==> src/twr_pkg.sv <==
package twr_pkg;

	// System clock rate, in MHz.
	localparam int unsigned CLK_MHZ = 250;

	// Bus timing, fast mode, in ns.
	localparam int unsigned T_LOW_NS    = 1300;
	localparam int unsigned T_HIGH_NS   = 600;
	localparam int unsigned T_SU_STA_NS = 600;
	localparam int unsigned T_HD_STA_NS = 600;
	localparam int unsigned T_SU_STO_NS = 600;
	localparam int unsigned T_BUF_NS    = 1300;
	localparam int unsigned T_HD_DAT_NS = 300;

	// Minimum times round up to whole cycles.
	localparam logic [11:0] T_LOW_CYC    = 12'((T_LOW_NS * CLK_MHZ + 999) / 1000);
	localparam logic [11:0] T_HIGH_CYC   = 12'((T_HIGH_NS * CLK_MHZ + 999) / 1000);
	localparam logic [11:0] T_SU_STA_CYC = 12'((T_SU_STA_NS * CLK_MHZ + 999) / 1000);
	localparam logic [11:0] T_HD_STA_CYC = 12'((T_HD_STA_NS * CLK_MHZ + 999) / 1000);
	localparam logic [11:0] T_SU_STO_CYC = 12'((T_SU_STO_NS * CLK_MHZ + 999) / 1000);
	localparam logic [11:0] T_BUF_CYC    = 12'((T_BUF_NS * CLK_MHZ + 999) / 1000);
	localparam logic [11:0] T_HD_DAT_CYC = 12'((T_HD_DAT_NS * CLK_MHZ + 999) / 1000);
	localparam logic [11:0] ONE_CYC      = 12'h001;

	// Seven-bit target addresses: 0x10 default, 0x18 alternate (address bytes 0x20/0x21, 0x30/0x31).
	localparam logic [6:0] DEV_ADDR_DEFAULT = 7'h10;
	localparam logic [6:0] DEV_ADDR_ALT     = 7'h18;

	// Direction bit values in the address byte.
	localparam logic DIR_WRITE = 1'h0;
	localparam logic DIR_READ  = 1'h1;

	// Last bit of a byte is the acknowledge slot.
	localparam logic [3:0] ACK_SLOT = 4'h8;

	typedef enum logic [1:0] {OP_START, OP_BIT, OP_STOP} twr_op_e;

endpackage

==> src/twr_bit_engine.sv <==
`timescale 1ns/1ps
module twr_bit_engine
	import twr_pkg::*;
(
	input  wire logic    clk_i,
	input  wire logic    resetn_i,
	input  wire logic    ce_i,
	input  wire logic    op_valid_i,
	input  wire twr_op_e op_i,
	input  wire logic    op_bit_i,
	output logic         op_ready_o,
	output logic         done_o,
	output logic         rx_bit_o,
	input  wire logic    sda_i,
	output logic         scl_oe_o,
	output logic         sda_oe_o
);

	function automatic logic [11:0] phase_len(input twr_op_e op, input logic [1:0] ph);
		logic [11:0] len;
		len = ONE_CYC;
		case (op)
			OP_START: len = (ph == 2'h0) ? T_LOW_CYC : (ph == 2'h1) ? T_SU_STA_CYC :
				(ph == 2'h2) ? T_HD_STA_CYC : ONE_CYC;
			OP_BIT:   len = (ph == 2'h0) ? T_LOW_CYC : (ph == 2'h1) ? T_HIGH_CYC : T_HD_DAT_CYC;
			OP_STOP:  len = (ph == 2'h0) ? T_LOW_CYC : (ph == 2'h1) ? T_SU_STO_CYC : T_BUF_CYC;
			default:  len = ONE_CYC;
		endcase
		return len;
	endfunction

	twr_op_e     op;
	logic        obit;
	logic        busy;
	logic [1:0]  ph;
	logic [11:0] cnt;
	logic        scl_low;
	logic        sda_low;
	logic        sda_meta;
	logic        sda_sync;

	wire         accept   = op_valid_i && !busy;
	wire         ph_end   = busy && (cnt == ONE_CYC);
	wire         is_last  = (op == OP_START) ? (ph == 2'h3) : (ph == 2'h2);
	wire         finish   = ph_end && is_last;
	wire         advance  = accept || (ph_end && !is_last);
	wire twr_op_e nop     = busy ? op : op_i;
	wire         nbit     = busy ? obit : op_bit_i;
	wire [1:0]   nph      = busy ? 2'(ph + 2'h1) : 2'h0;
	wire [11:0]  next_cnt = advance ? phase_len(nop, nph) : 12'(cnt - ONE_CYC);
	// Clock is released only for the high phase; it is never stretched by the target.
	wire         next_scl = (nop == OP_START) ? ((nph == 2'h0) ? scl_low : (nph == 2'h3)) :
		(nop == OP_STOP) ? (nph == 2'h0) : (nph != 2'h1);
	// Data bits move only while the clock is low; start and stop move data with the clock high.
	wire         next_sda = (nop == OP_START) ? (nph >= 2'h2) :
		(nop == OP_STOP) ? (nph != 2'h2) : ((nph == 2'h0) ? !nbit : sda_low);
	wire         sample   = ph_end && (op == OP_BIT) && (ph == 2'h1);

	assign op_ready_o = !busy;
	assign scl_oe_o   = scl_low;
	assign sda_oe_o   = sda_low;

	always_ff @(posedge clk_i or negedge resetn_i)
	begin
		if (!resetn_i)
		begin
			{sda_meta, sda_sync} <= 2'h3;
		end
		else if (ce_i)
		begin
			{sda_meta, sda_sync} <= {sda_i, sda_meta};
		end
	end

	always_ff @(posedge clk_i or negedge resetn_i)
	begin
		if (!resetn_i)
		begin
			busy    <= 1'h0;
			op      <= OP_START;
			obit    <= 1'h1;
			ph      <= 2'h0;
			cnt     <= ONE_CYC;
			scl_low <= 1'h0;
			sda_low <= 1'h0;
			done_o  <= 1'h0;
		end
		else if (ce_i)
		begin
			done_o <= finish;
			if (finish)
				busy <= 1'h0;
			else if (accept)
			begin
				busy <= 1'h1;
				op   <= op_i;
				obit <= op_bit_i;
			end
			if (busy || accept)
				cnt <= next_cnt;
			if (advance)
			begin
				ph      <= nph;
				scl_low <= next_scl;
				sda_low <= next_sda;
			end
		end
	end

	// Data is sampled at the end of the high phase, after the two-stage synchroniser.
	always_ff @(posedge clk_i or negedge resetn_i)
	begin
		if (!resetn_i)
			rx_bit_o <= 1'h1;
		else if (ce_i && sample)
			rx_bit_o <= sda_sync;
	end

endmodule

==> src/twr_master.sv <==
`timescale 1ns/1ps
// Behaviour
// - Data line is open-drain; either side pulls low or releases.
// - Bus idles with both lines high; only this master makes start/stop.
// - Data falling while clock high is a start.
// - A start without prior stop is a repeated start.
// - Data rising while clock high is a stop, releasing the bus.
// - Bytes are eight bits, MSB first, each followed by an acknowledge bit.
// - One bit per clock period; data changes only while clock is low.
// - Address byte holds seven-bit address above a direction bit, one meaning read.
// - Transmitter releases data in the acknowledge slot; receiver pulls it low.
// - A high acknowledge slot is a no-acknowledge; it ends reads.
// - After write address byte, send 16-bit register address as two bytes.
// - Register address goes upper byte first.
// - Write data follows byte by byte, ended by stop or repeated start.
// - Further write bytes go to following register locations.
// - Master acknowledges each read byte while it wants more.
// - Read ends with master no-acknowledge, then stop.
// - Random read: dummy write with address, repeated start, read address byte.
module twr_master
	import twr_pkg::*;
(
	input  wire logic        clk_i,
	input  wire logic        resetn_i,
	input  wire logic        ce_i,
	input  wire logic        cmd_valid_i,
	output logic             cmd_ready_o,
	input  wire logic        cmd_read_i,
	input  wire logic        cmd_random_i,
	input  wire logic [6:0]  cmd_dev_addr_i,
	input  wire logic [15:0] cmd_reg_addr_i,
	input  wire logic [7:0]  cmd_len_i,
	input  wire logic [7:0]  wr_data_i,
	input  wire logic        wr_valid_i,
	output logic             wr_ready_o,
	output logic [7:0]       rd_data_o,
	output logic             rd_valid_o,
	output logic             done_o,
	output logic             nack_o,
	output logic             busy_o,
	output logic             scl_o,
	output logic             scl_oe_o,
	input  wire logic        sda_i,
	output logic             sda_o,
	output logic             sda_oe_o
);

	typedef enum logic [2:0] {ST_IDLE, ST_START, ST_LOAD, ST_BIT, ST_STOP} twr_st_e;
	typedef enum logic [2:0] {SEG_DEVW, SEG_REGH, SEG_REGL, SEG_WDATA, SEG_DEVR,
		SEG_RDATA} twr_seg_e;

	twr_st_e     st;
	twr_seg_e    seg;
	logic        pending;
	logic        is_read;
	logic [6:0]  dev;
	logic [15:0] reg_addr;
	logic [7:0]  left;
	logic [7:0]  shreg;
	logic [3:0]  bitn;

	twr_st_e     next_st;
	twr_seg_e    next_seg;
	logic        next_pending;
	logic        next_is_read;
	logic [6:0]  next_dev;
	logic [15:0] next_reg_addr;
	logic [7:0]  next_left;
	logic [7:0]  next_shreg;
	logic [3:0]  next_bitn;
	logic        next_nack;
	logic        next_done;
	logic        next_rd_valid;
	logic [7:0]  next_rd_data;

	logic        eng_ready;
	logic        eng_done;
	logic        eng_rx;

	wire          rd_seg   = (seg == SEG_RDATA);
	wire          last_rd  = (left <= 8'h01);
	wire          ack_slot = (bitn == ACK_SLOT);
	wire          waiting  = !pending && eng_done;
	wire          cmd_take = cmd_valid_i && (st == ST_IDLE);
	wire twr_op_e eng_op   = (st == ST_START) ? OP_START : (st == ST_STOP) ? OP_STOP : OP_BIT;
	wire          eng_val  = pending && ((st == ST_START) || (st == ST_BIT) || (st == ST_STOP));
	// Write bytes go out MSB first and release data for the target's acknowledge.
	wire          tx_bit   = ack_slot ? 1'h1 : shreg[7];
	// Read bytes are sampled released, then acknowledged low or, on the last, left high.
	wire          rx_ackb  = ack_slot ? last_rd : 1'h1;
	wire          op_bit   = rd_seg ? rx_ackb : tx_bit;
	// The write source has no timeout: while it stalls the clock stays low, which the bus
	// tolerates because only this end drives the clock.
	wire          wr_need  = (st == ST_LOAD) && (seg == SEG_WDATA) && (left != 8'h00);

	assign cmd_ready_o = (st == ST_IDLE);
	assign wr_ready_o  = wr_need;
	assign busy_o      = (st != ST_IDLE);
	// Both lines are open-drain; the low level is the only one ever driven.
	assign scl_o       = 1'h0;
	assign sda_o       = 1'h0;

	twr_bit_engine u_eng
	(
		.clk_i      (clk_i),
		.resetn_i   (resetn_i),
		.ce_i       (ce_i),
		.op_valid_i (eng_val),
		.op_i       (eng_op),
		.op_bit_i   (op_bit),
		.op_ready_o (eng_ready),
		.done_o     (eng_done),
		.rx_bit_o   (eng_rx),
		.sda_i      (sda_i),
		.scl_oe_o   (scl_oe_o),
		.sda_oe_o   (sda_oe_o)
	);

	// Every byte is nine bit operations: eight data bits, then the acknowledge slot.
	// Pending marks an operation that the engine has not yet taken.
	always_comb
	begin
		next_st       = st;
		next_seg      = seg;
		next_pending  = pending && !(eng_val && eng_ready);
		next_is_read  = is_read;
		next_dev      = dev;
		next_reg_addr = reg_addr;
		next_left     = left;
		next_shreg    = shreg;
		next_bitn     = bitn;
		next_nack     = nack_o;
		next_done     = 1'h0;
		next_rd_valid = 1'h0;
		next_rd_data  = rd_data_o;
		case (st)
			ST_IDLE:
			begin
				if (cmd_take)
				begin
					next_is_read  = cmd_read_i;
					next_dev      = cmd_dev_addr_i;
					next_reg_addr = cmd_reg_addr_i;
					next_left     = cmd_len_i;
					next_nack     = 1'h0;
					// A read without address phase goes straight to the read address.
					next_seg      = (cmd_read_i && !cmd_random_i) ? SEG_DEVR : SEG_DEVW;
					next_st       = ST_START;
					next_pending  = 1'h1;
				end
			end
			ST_START:
			begin
				// Bus is claimed from idle, or restarted without a stop.
				if (waiting)
					next_st = ST_LOAD;
			end
			ST_LOAD:
			begin
				next_bitn    = 4'h0;
				next_st      = ST_BIT;
				next_pending = 1'h1;
				case (seg)
					SEG_DEVW:  next_shreg = {dev, DIR_WRITE};
					SEG_REGH:  next_shreg = reg_addr[15:8];
					SEG_REGL:  next_shreg = reg_addr[7:0];
					SEG_DEVR:  next_shreg = {dev, DIR_READ};
					SEG_RDATA: next_shreg = 8'h00;
					SEG_WDATA:
					begin
						next_shreg = wr_data_i;
						if (left == 8'h00)
						begin
							next_st = ST_STOP;
						end
						else if (!wr_valid_i)
						begin
							// Clock is held low while the write source stalls.
							next_st      = ST_LOAD;
							next_pending = 1'h0;
						end
					end
					default:   next_shreg = 8'h00;
				endcase
			end
			ST_BIT:
			begin
				if (waiting && !ack_slot)
				begin
					next_shreg   = {shreg[6:0], eng_rx};
					next_bitn    = 4'(bitn + 4'h1);
					next_pending = 1'h1;
				end
				else if (waiting && rd_seg)
				begin
					next_rd_valid = 1'h1;
					next_rd_data  = shreg;
					next_left     = 8'(left - 8'h01);
					// Master no-acknowledge on the last byte, then stop.
					next_st       = last_rd ? ST_STOP : ST_LOAD;
					next_pending  = last_rd;
				end
				else if (waiting && eng_rx)
				begin
					// No acknowledge: unmatched or refusing target, so give up.
					next_nack    = 1'h1;
					next_st      = ST_STOP;
					next_pending = 1'h1;
				end
				else if (waiting)
				begin
					next_st = ST_LOAD;
					case (seg)
						SEG_DEVW:  next_seg = SEG_REGH;
						SEG_REGH:  next_seg = SEG_REGL;
						// Random read: dummy write, then repeated start.
						SEG_REGL:  next_seg = is_read ? SEG_DEVR : SEG_WDATA;
						SEG_DEVR:  next_seg = SEG_RDATA;
						// Each further byte lands on the next location in the target.
						SEG_WDATA: next_left = 8'(left - 8'h01);
						default:   next_seg = seg;
					endcase
					if ((seg == SEG_REGL) && is_read)
					begin
						next_st      = ST_START;
						next_pending = 1'h1;
					end
				end
			end
			ST_STOP:
			begin
				// Stop returns the bus to idle.
				if (waiting)
				begin
					next_st   = ST_IDLE;
					next_done = 1'h1;
				end
			end
			default:
			begin
				next_st = ST_IDLE;
			end
		endcase
	end

	always_ff @(posedge clk_i or negedge resetn_i)
	begin
		if (!resetn_i)
		begin
			st       <= ST_IDLE;
			seg      <= SEG_DEVW;
			pending  <= 1'h0;
			is_read  <= 1'h0;
			dev      <= DEV_ADDR_DEFAULT;
			reg_addr <= 16'h0000;
			left     <= 8'h00;
			shreg    <= 8'h00;
			bitn     <= 4'h0;
		end
		else if (ce_i)
		begin
			st       <= next_st;
			seg      <= next_seg;
			pending  <= next_pending;
			is_read  <= next_is_read;
			dev      <= next_dev;
			reg_addr <= next_reg_addr;
			left     <= next_left;
			shreg    <= next_shreg;
			bitn     <= next_bitn;
		end
	end

	// Status outputs are registered; done and read-valid are one-cycle pulses, while nack holds until the next command.
	// Read data stands until the next byte replaces it.
	always_ff @(posedge clk_i or negedge resetn_i)
	begin
		if (!resetn_i)
		begin
			nack_o     <= 1'h0;
			done_o     <= 1'h0;
			rd_valid_o <= 1'h0;
			rd_data_o  <= 8'h00;
		end
		else if (ce_i)
		begin
			nack_o     <= next_nack;
			done_o     <= next_done;
			rd_valid_o <= next_rd_valid;
			rd_data_o  <= next_rd_data;
		end
	end

endmodule

==> config.mk <==
export PLATFORM = sky130hd
export DESIGN_NAME = twr_master
export DESIGN_NICKNAME = d
export VERILOG_FILES = /design/src/twr_pkg.sv /design/src/twr_bit_engine.sv /design/src/twr_master.sv
export SDC_FILE = /design/constraint.sdc
export NUM_CORES = 1
export LEC_CHECK = 0
export BUFFER_PORTS_ARGS = -buffer_cell sky130_fd_sc_hd__buf_4
export CORE_MARGIN = 2
export CORE_UTILIZATION = 41
export DETAILED_ROUTE_END_ITERATION = 10
export PLACE_DENSITY_LB_ADDON = 0.3
export SYNTH_ARGS = -nofsm -noshare
export SYNTH_HDL_FRONTEND = slang
export SYNTH_HIERARCHICAL = 1
export SYNTH_SLANG_ARGS = --single-unit
==> constraint.sdc <==
create_clock -name clk_i -period 4.13 [get_ports clk_i]
set_clock_uncertainty 0.15 [all_clocks]
set_input_delay 0.6195 -clock clk_i [delete_from_list [all_inputs] [get_ports clk_i]]
set_output_delay 0.6195 -clock clk_i [all_outputs]
set_load 0.005 [all_outputs]
; Yosys cells after proc, flatten, opt, wreduce, memory -nomap -nowiden
; Index checks and enable logic that the tools add are counted.
; W data, S select, Z words.
[word_totals]
ff_bits = 86
in_bits = 47
out_inout_bits = 18
[op_classes]
add_sub_neg = 4
order_cmp = 2
eq_ne = 37
n_mux = 80
n_bitwise = 2
n_reduce_logical = 54
[op_table]
columns = cell, count
row1 = $mux W8, 9
row2 = $mux W12, 5
row3 = $mux W3, 17
row4 = $pmux W8 S5, 1
row5 = $pmux W12 S3, 1
row6 = $mux W1, 32
row7 = $pmux W8 S2, 2
row8 = $logic_and A1 B1 Y1, 18
row9 = $ne A2 B2 Y1 const B, 8
row10 = $pmux W3 S5, 1
row11 = $reduce_and A3 Y1, 5
row12 = $eq A12 B1 Y1 const B, 1
row13 = $eq A3 B2 Y1 const B, 4
row14 = $pmux W3 S4, 1
row15 = $reduce_and A6 Y1, 2
row16 = $sub A12 B1 Y12 const B, 1
row17 = $eq A2 B2 Y1 const B, 5
row18 = $mux W2, 5
row19 = $eq A3 B3 Y1 const B, 3
row20 = $mux W9, 1
row21 = $eq A2 B1 Y1 const B, 4
row22 = $le A8 B1 Y1 const B, 1
row23 = $logic_not A8 Y1, 1
row24 = $ne A2 B1 Y1 const B, 4
row25 = other kinds (28), 47

; Depth between registers and ports, before layout
[depth]
word_depth = 13
ltp_mapped = 10
mapped_depth_nobuf = 9

; Modules after synthesis
; Netlist, hierarchy kept.
[modules_own_cells]
columns = mod, instances, cells_each, area_per_inst_um2
row1 = twr_master, 1, 338, 3375.7
row2 = twr_bit_engine, 1, 161, 1559.0

; Worst setup path after synthesis
; Ideal clock, no wire load.
[synth_path]
path_kind = reg2reg
from = reg st[0]
to = reg u_eng.scl_low, in the netlist u_eng/scl_oe_o
setup_time_ps = 121
arrival_ps = 2457
path_slack_ps = 1402
stages_incl_launch_ff = 11
n_path_buf = 2
synth_period_minus_slack_ps = 2728
path_cell_list = dfrtp_1 -> clkbuf_1 -> nor3b_1 -> o21bai_1 -> and2_1 -> nor2b_1 -> and2_1 -> a31o_2 -> buf_6 -> nand2_1 -> a22o_1
[synth_via]
elab_chain_len = 7
word_cells_on_any_way = 17
classes_between = eq/ne: 5 / mux: 5 / reduce/logical: 7
[synth_rtl]
columns = element, line
row1 = "start, declared", twr_master.sv:52  ; twr_st_e st;
row2 = "start signal, assigned", twr_master.sv:262  ; st <= next_st;
row3 = $eq A3 B3 Y1, twr_master.sv:85  ; wire twr_op_e eng_op = (st == ST_START) ? OP_START : (st == ST_STOP) ? OP_STOP : OP_BIT;
row4 = $mux W2, twr_master.sv:85
row5 = $mux W2 *, twr_master.sv:85
row6 = named net eng_op[1], twr_master.sv:85
row7 = $mux W2 *, twr_bit_engine.sv:47  ; wire twr_op_e nop = busy ? op : op_i;
row8 = $logic_not A2 Y1 or $eq A2 B2 Y1 (tied branches), "twr_bit_engine.sv:52, twr_bit_engine.sv:53"
row9 = $ne A2 B2 Y1 (no line) or $mux W1 (tied branches), --
row10 = $reduce_and A3 Y1 (no line) or $mux W1 (tied branches), --
row11 = "end signal, assigned", twr_bit_engine.sv:104  ; scl_low <= next_scl;
row12 = "end, declared", twr_bit_engine.sv:37  ; logic scl_low;
; Mark *: on every way through the listed nets, which the timed path passes. The rest lies on a longest branch.
; A chain may end at the register's enable or synchronous reset.

; Worst setup path after layout
[layout_path]
from = reg left[0]
to = out wr_ready_o
[layout_via]
elab_chain_len = 2
[layout_rtl]
columns = element, line
row1 = "start, declared", twr_master.sv:58  ; logic [7:0] left;
row2 = "start signal, assigned", twr_master.sv:268  ; left <= next_left;
row3 = $reduce_bool A8 Y1, twr_master.sv:94  ; wire wr_need = (st == ST_LOAD) && (seg == SEG_WDATA) && (left != 8'h00);
row4 = $logic_and A1 B1 Y1, twr_master.sv:94
row5 = "end, declared", twr_master.sv:35  ; output logic wr_ready_o,
; Every way passes these cells.

==> results.sh <==
export IMPL_ys_types=77
export IMPL_hold_buffers=0
export IMPL_clk_pin_slew_ps=70
export IMPL_async_reset_ff_share_pct=100
export IMPL_htreeDepth=3
export IMPL_worstSkewPairLatency_ps=350
export IMPL_grt_max_degree=63
export IMPL_fillCellCount=1108
export IMPL_fin_crit_sh_pct=71.6
export IMPL_synth_avg_cell_area_um2=9.89
export IMPL_setup_tns_ps=0
export IMPL_viasPerCell=5.73
export IMPL_critPathCaptureType="primary output"
export IMPL_synth_area_leader_cell="dfrtp_1"
export IMPL_final_cells=705
export IMPL_slowest_delay_ps=520
export IMPL_rows=40
export IMPL_ir_drop_uv=355
export IMPL_die_w_um=114
export IMPL_cpMostUsedCell="nor2_1"
export IMPL_ys_ff_latch=86
export IMPL_synth_top_area_share_pct=40.6
export IMPL_cts_tree="built"
export IMPL_ios=65
export IMPL_initial_core_util_pct=41.6
export IMPL_r2r_end="u_eng/ph[0]"
export IMPL_grt_antenna_before_repair=0
export IMPL_hpwl_mm=8.71
export IMPL_grt_overflow=0
export IMPL_final_hold_violation_count=0
export IMPL_antenna_cells=0
export IMPL_worstPathRequired_ps=3360
export IMPL_drt_total_wl_mm=12.0
export IMPL_ys_warn_count=6
export IMPL_ys_seq_area_share_pct=43.8
export IMPL_drive_gt1_share_pct=19.7
export IMPL_tightest_slew_ps=802
export IMPL_cp_top_family="simple AND/OR/NAND/NOR gates"
export IMPL_critPathKind="flip-flop to primary output"
export IMPL_p_per_area_nw_per_um2=587
export IMPL_design_area_um2=5820
export IMPL_utilization_pct=49.1
export IMPL_path_buf_inv=2
export IMPL_clock_path_buffers=2
export IMPL_min_period_ps=2960
export IMPL_synth_area_top_cells="dfrtp_1 41%, mux2_1 8.4%, a21oi_1 3.8%"
export IMPL_relSlewSlack_pct=46.5
export IMPL_syn_to_final_growth_pct=18.0
export IMPL_postCtsSetupBuffers=0
export IMPL_rsz0062_at_grt="no"
export IMPL_drv_cap=0
export IMPL_drc_errors=0
export IMPL_max_freq_mhz=338
export IMPL_dr_pass1_iters=5
export IMPL_path_max_fanout=6
export IMPL_grt_pass1_vias=3916
export IMPL_die_h_um=114
export IMPL_r2r_slack_ps=1320
export IMPL_drtIter0Drc=251
export IMPL_synth_cells=499
export IMPL_synth_edf_count=0
export IMPL_leakagePower_nw=2.53
export IMPL_setup_viol=0
export IMPL_grt_use_total_pct=19.6
export IMPL_drv_slew=0
export IMPL_gp_congestion=0.880
export IMPL_timing_rr_start="st[2]"
export IMPL_worstPathArrival_ps=2190
export IMPL_core_area_um2=11900
export IMPL_place_area_um2=5500
export IMPL_status="completed"
export IMPL_dpl_cell_count=689
export IMPL_cts_root_buffer="clkbuf_16"
export IMPL_syn_cell_area_um2=4930
export IMPL_hold_path_class="primary input to async pin"
export IMPL_portBuffers=62
export IMPL_dr_total_vias=4043
export IMPL_finish_net_count=611
export IMPL_pre_cts_ws_ps=1360
export IMPL_layout_setup_ws_ps=1170
export IMPL_cts_resized=0
export IMPL_ant_nets=0
export IMPL_grt_pass1_wl_mm=20.0
export IMPL_cts_buffers=9
export IMPL_crit_slowest_cell="or3b_2"
export IMPL_wl_per_cell_um=17.0
export IMPL_die_area_um2=12900
export IMPL_ys_flop_type="dfrtp_1"
export IMPL_r2r_cells=8
export IMPL_worstPathCellList="inv_1, ha_1, or3b_2, nor2_1, nor2_1, buf_4"
export IMPL_cts_sinks=86
export IMPL_cp_start_kind="flip-flop"
==> worst max-delay path by stage <==
stage	from	to	slack [ps]	cells after the start
4_1_cts	left[0]	wr_ready_o	1170	6
6_report	left[0]	wr_ready_o	1170	6
2_1_floorplan	st[0]	u_eng/scl_oe_o	1400	10
5_1_grt	seg[0]	wr_ready_o	940	5
3_5_place_dp	st[2]	u_eng/ph[0]	1360	8
3_3_place_gp	st[2]	u_eng/ph[0]	1460	8
==> report_power, final <==
| group | internal [mW] | leakage (nW) | total (mW) | switching (mW) |
|---|---|---|---|---|
| clock | 0.532 | 0.152 | 0.880 | 0.349 |
| sequential | 1.12 | 1.06 | 1.42 | 0.295 |
| combinational | 0.505 | 1.31 | 1.12 | 0.616 |
==> cell type report <==
class                      count  area, um2  share of cell area, %
multi-input combinational    366       2570                   44.1
sequential                    86       2160                   37.1
timing repair buffer          66        495                   8.51
clock buffer                   9        225                   3.87
tap                          147        184                   3.16
clock inverter                 7       97.6                   1.68
inverter                      24       90.1                   1.55
==> flip-flops by register name, indices dropped and copies added (netlist names), 2 cells and up <==
register	flops
shreg	8
bitn	4
u_eng/cnt	12
u_eng/op	2
reg_addr	16
left	8
rd_data_o	8
seg	3
st	3
dev	7
u_eng/ph	2
==> layer usage <==
layer  track usage [%]  part of all wire [%]  vias up
li1                  -                     -     1941
met1              27.6                    47     1987
met2              30.8                    47      104
met3              3.24                   4.4       11
met4              6.67                   1.4        0
met5                 0                     0        -
==> kinds of logic after synthesis <==
logic type | count (synthesis) | synth area share [%]
xor gates and xnor gates | 7 | 1.24
other | 1 | 0.0760
DFF | 86 | 43.8
and+or+nand+nor | 150 | 16.9
adders and majority gates | 12 | 2.99
buffers and inverters | 48 | 4.36
AOI/OAI and AO/OA | 142 | 18.7
muxes | 53 | 11.9
==> placed cells by master, fill, tap and decap left out, types with 5 or more instances in the layout <==
| master | instances |
|---|---|
| nand2_1 | 33 |
| clkbuf_16 | 9 |
| o22ai_1 | 7 |
| o21ai_1 | 17 |
| nor2_1 | 34 |
| buf_4 | 66 |
| or3_1 | 6 |
| a22oi_1 | 8 |
| nand3b_1 | 6 |
| nor2b_1 | 9 |
| nand2b_1 | 6 |
| o21ai_0 | 20 |
| ha_1 | 11 |
| mux2_2 | 6 |
| xnor2_1 | 5 |
| mux2_1 | 37 |
| a21oi_1 | 37 |
| a22o_1 | 5 |
| nand3_1 | 6 |
| mux2i_1 | 9 |
| dfstp_2 | 6 |
| dfrtp_1 | 80 |
| inv_1 | 20 |
| nor3_1 | 13 |
==> metrics by stage <==
stage	hold WS, ps	total power [mW]
3_3_place_gp	318	2.50
2_1_floorplan	174	2.19
5_1_grt	281	3.66
6_report	197	3.42
3_5_place_dp	322	2.54
4_1_cts	235	3.43
==> worst reg2reg max path: cells and delay by family (launching register included) <==
family,cells,cell delay (ps)
compound gates,2,410
flops,1,520
simple gates,4,1070
buf+inv,1,190
mux,1,360
==> synth_stat cells, types with 4 or more instances <==
cell type  number
nor3b_1         4
a22oi_1         8
nor2_1         34
ha_1           11
nand3_1         6
clkbuf_1       13
dfrtp_1        80
o21a_1          4
nor3_1         13
buf_4           6
mux2i_1         9
o31ai_1         4
o21ai_0        20
nand2b_1        6
nand2_1        33
o22ai_1         7
mux2_2          6
a22o_1          5
mux2_1         37
a21oi_1        37
or3_1           6
or4_1           4
o211ai_1        4
nor2b_1         9
inv_1          20
nand3b_1        6
dfstp_2         6
o21ai_1        17
buf_2           4
xnor2_1         5
Power figures use the tool's default switching activity.
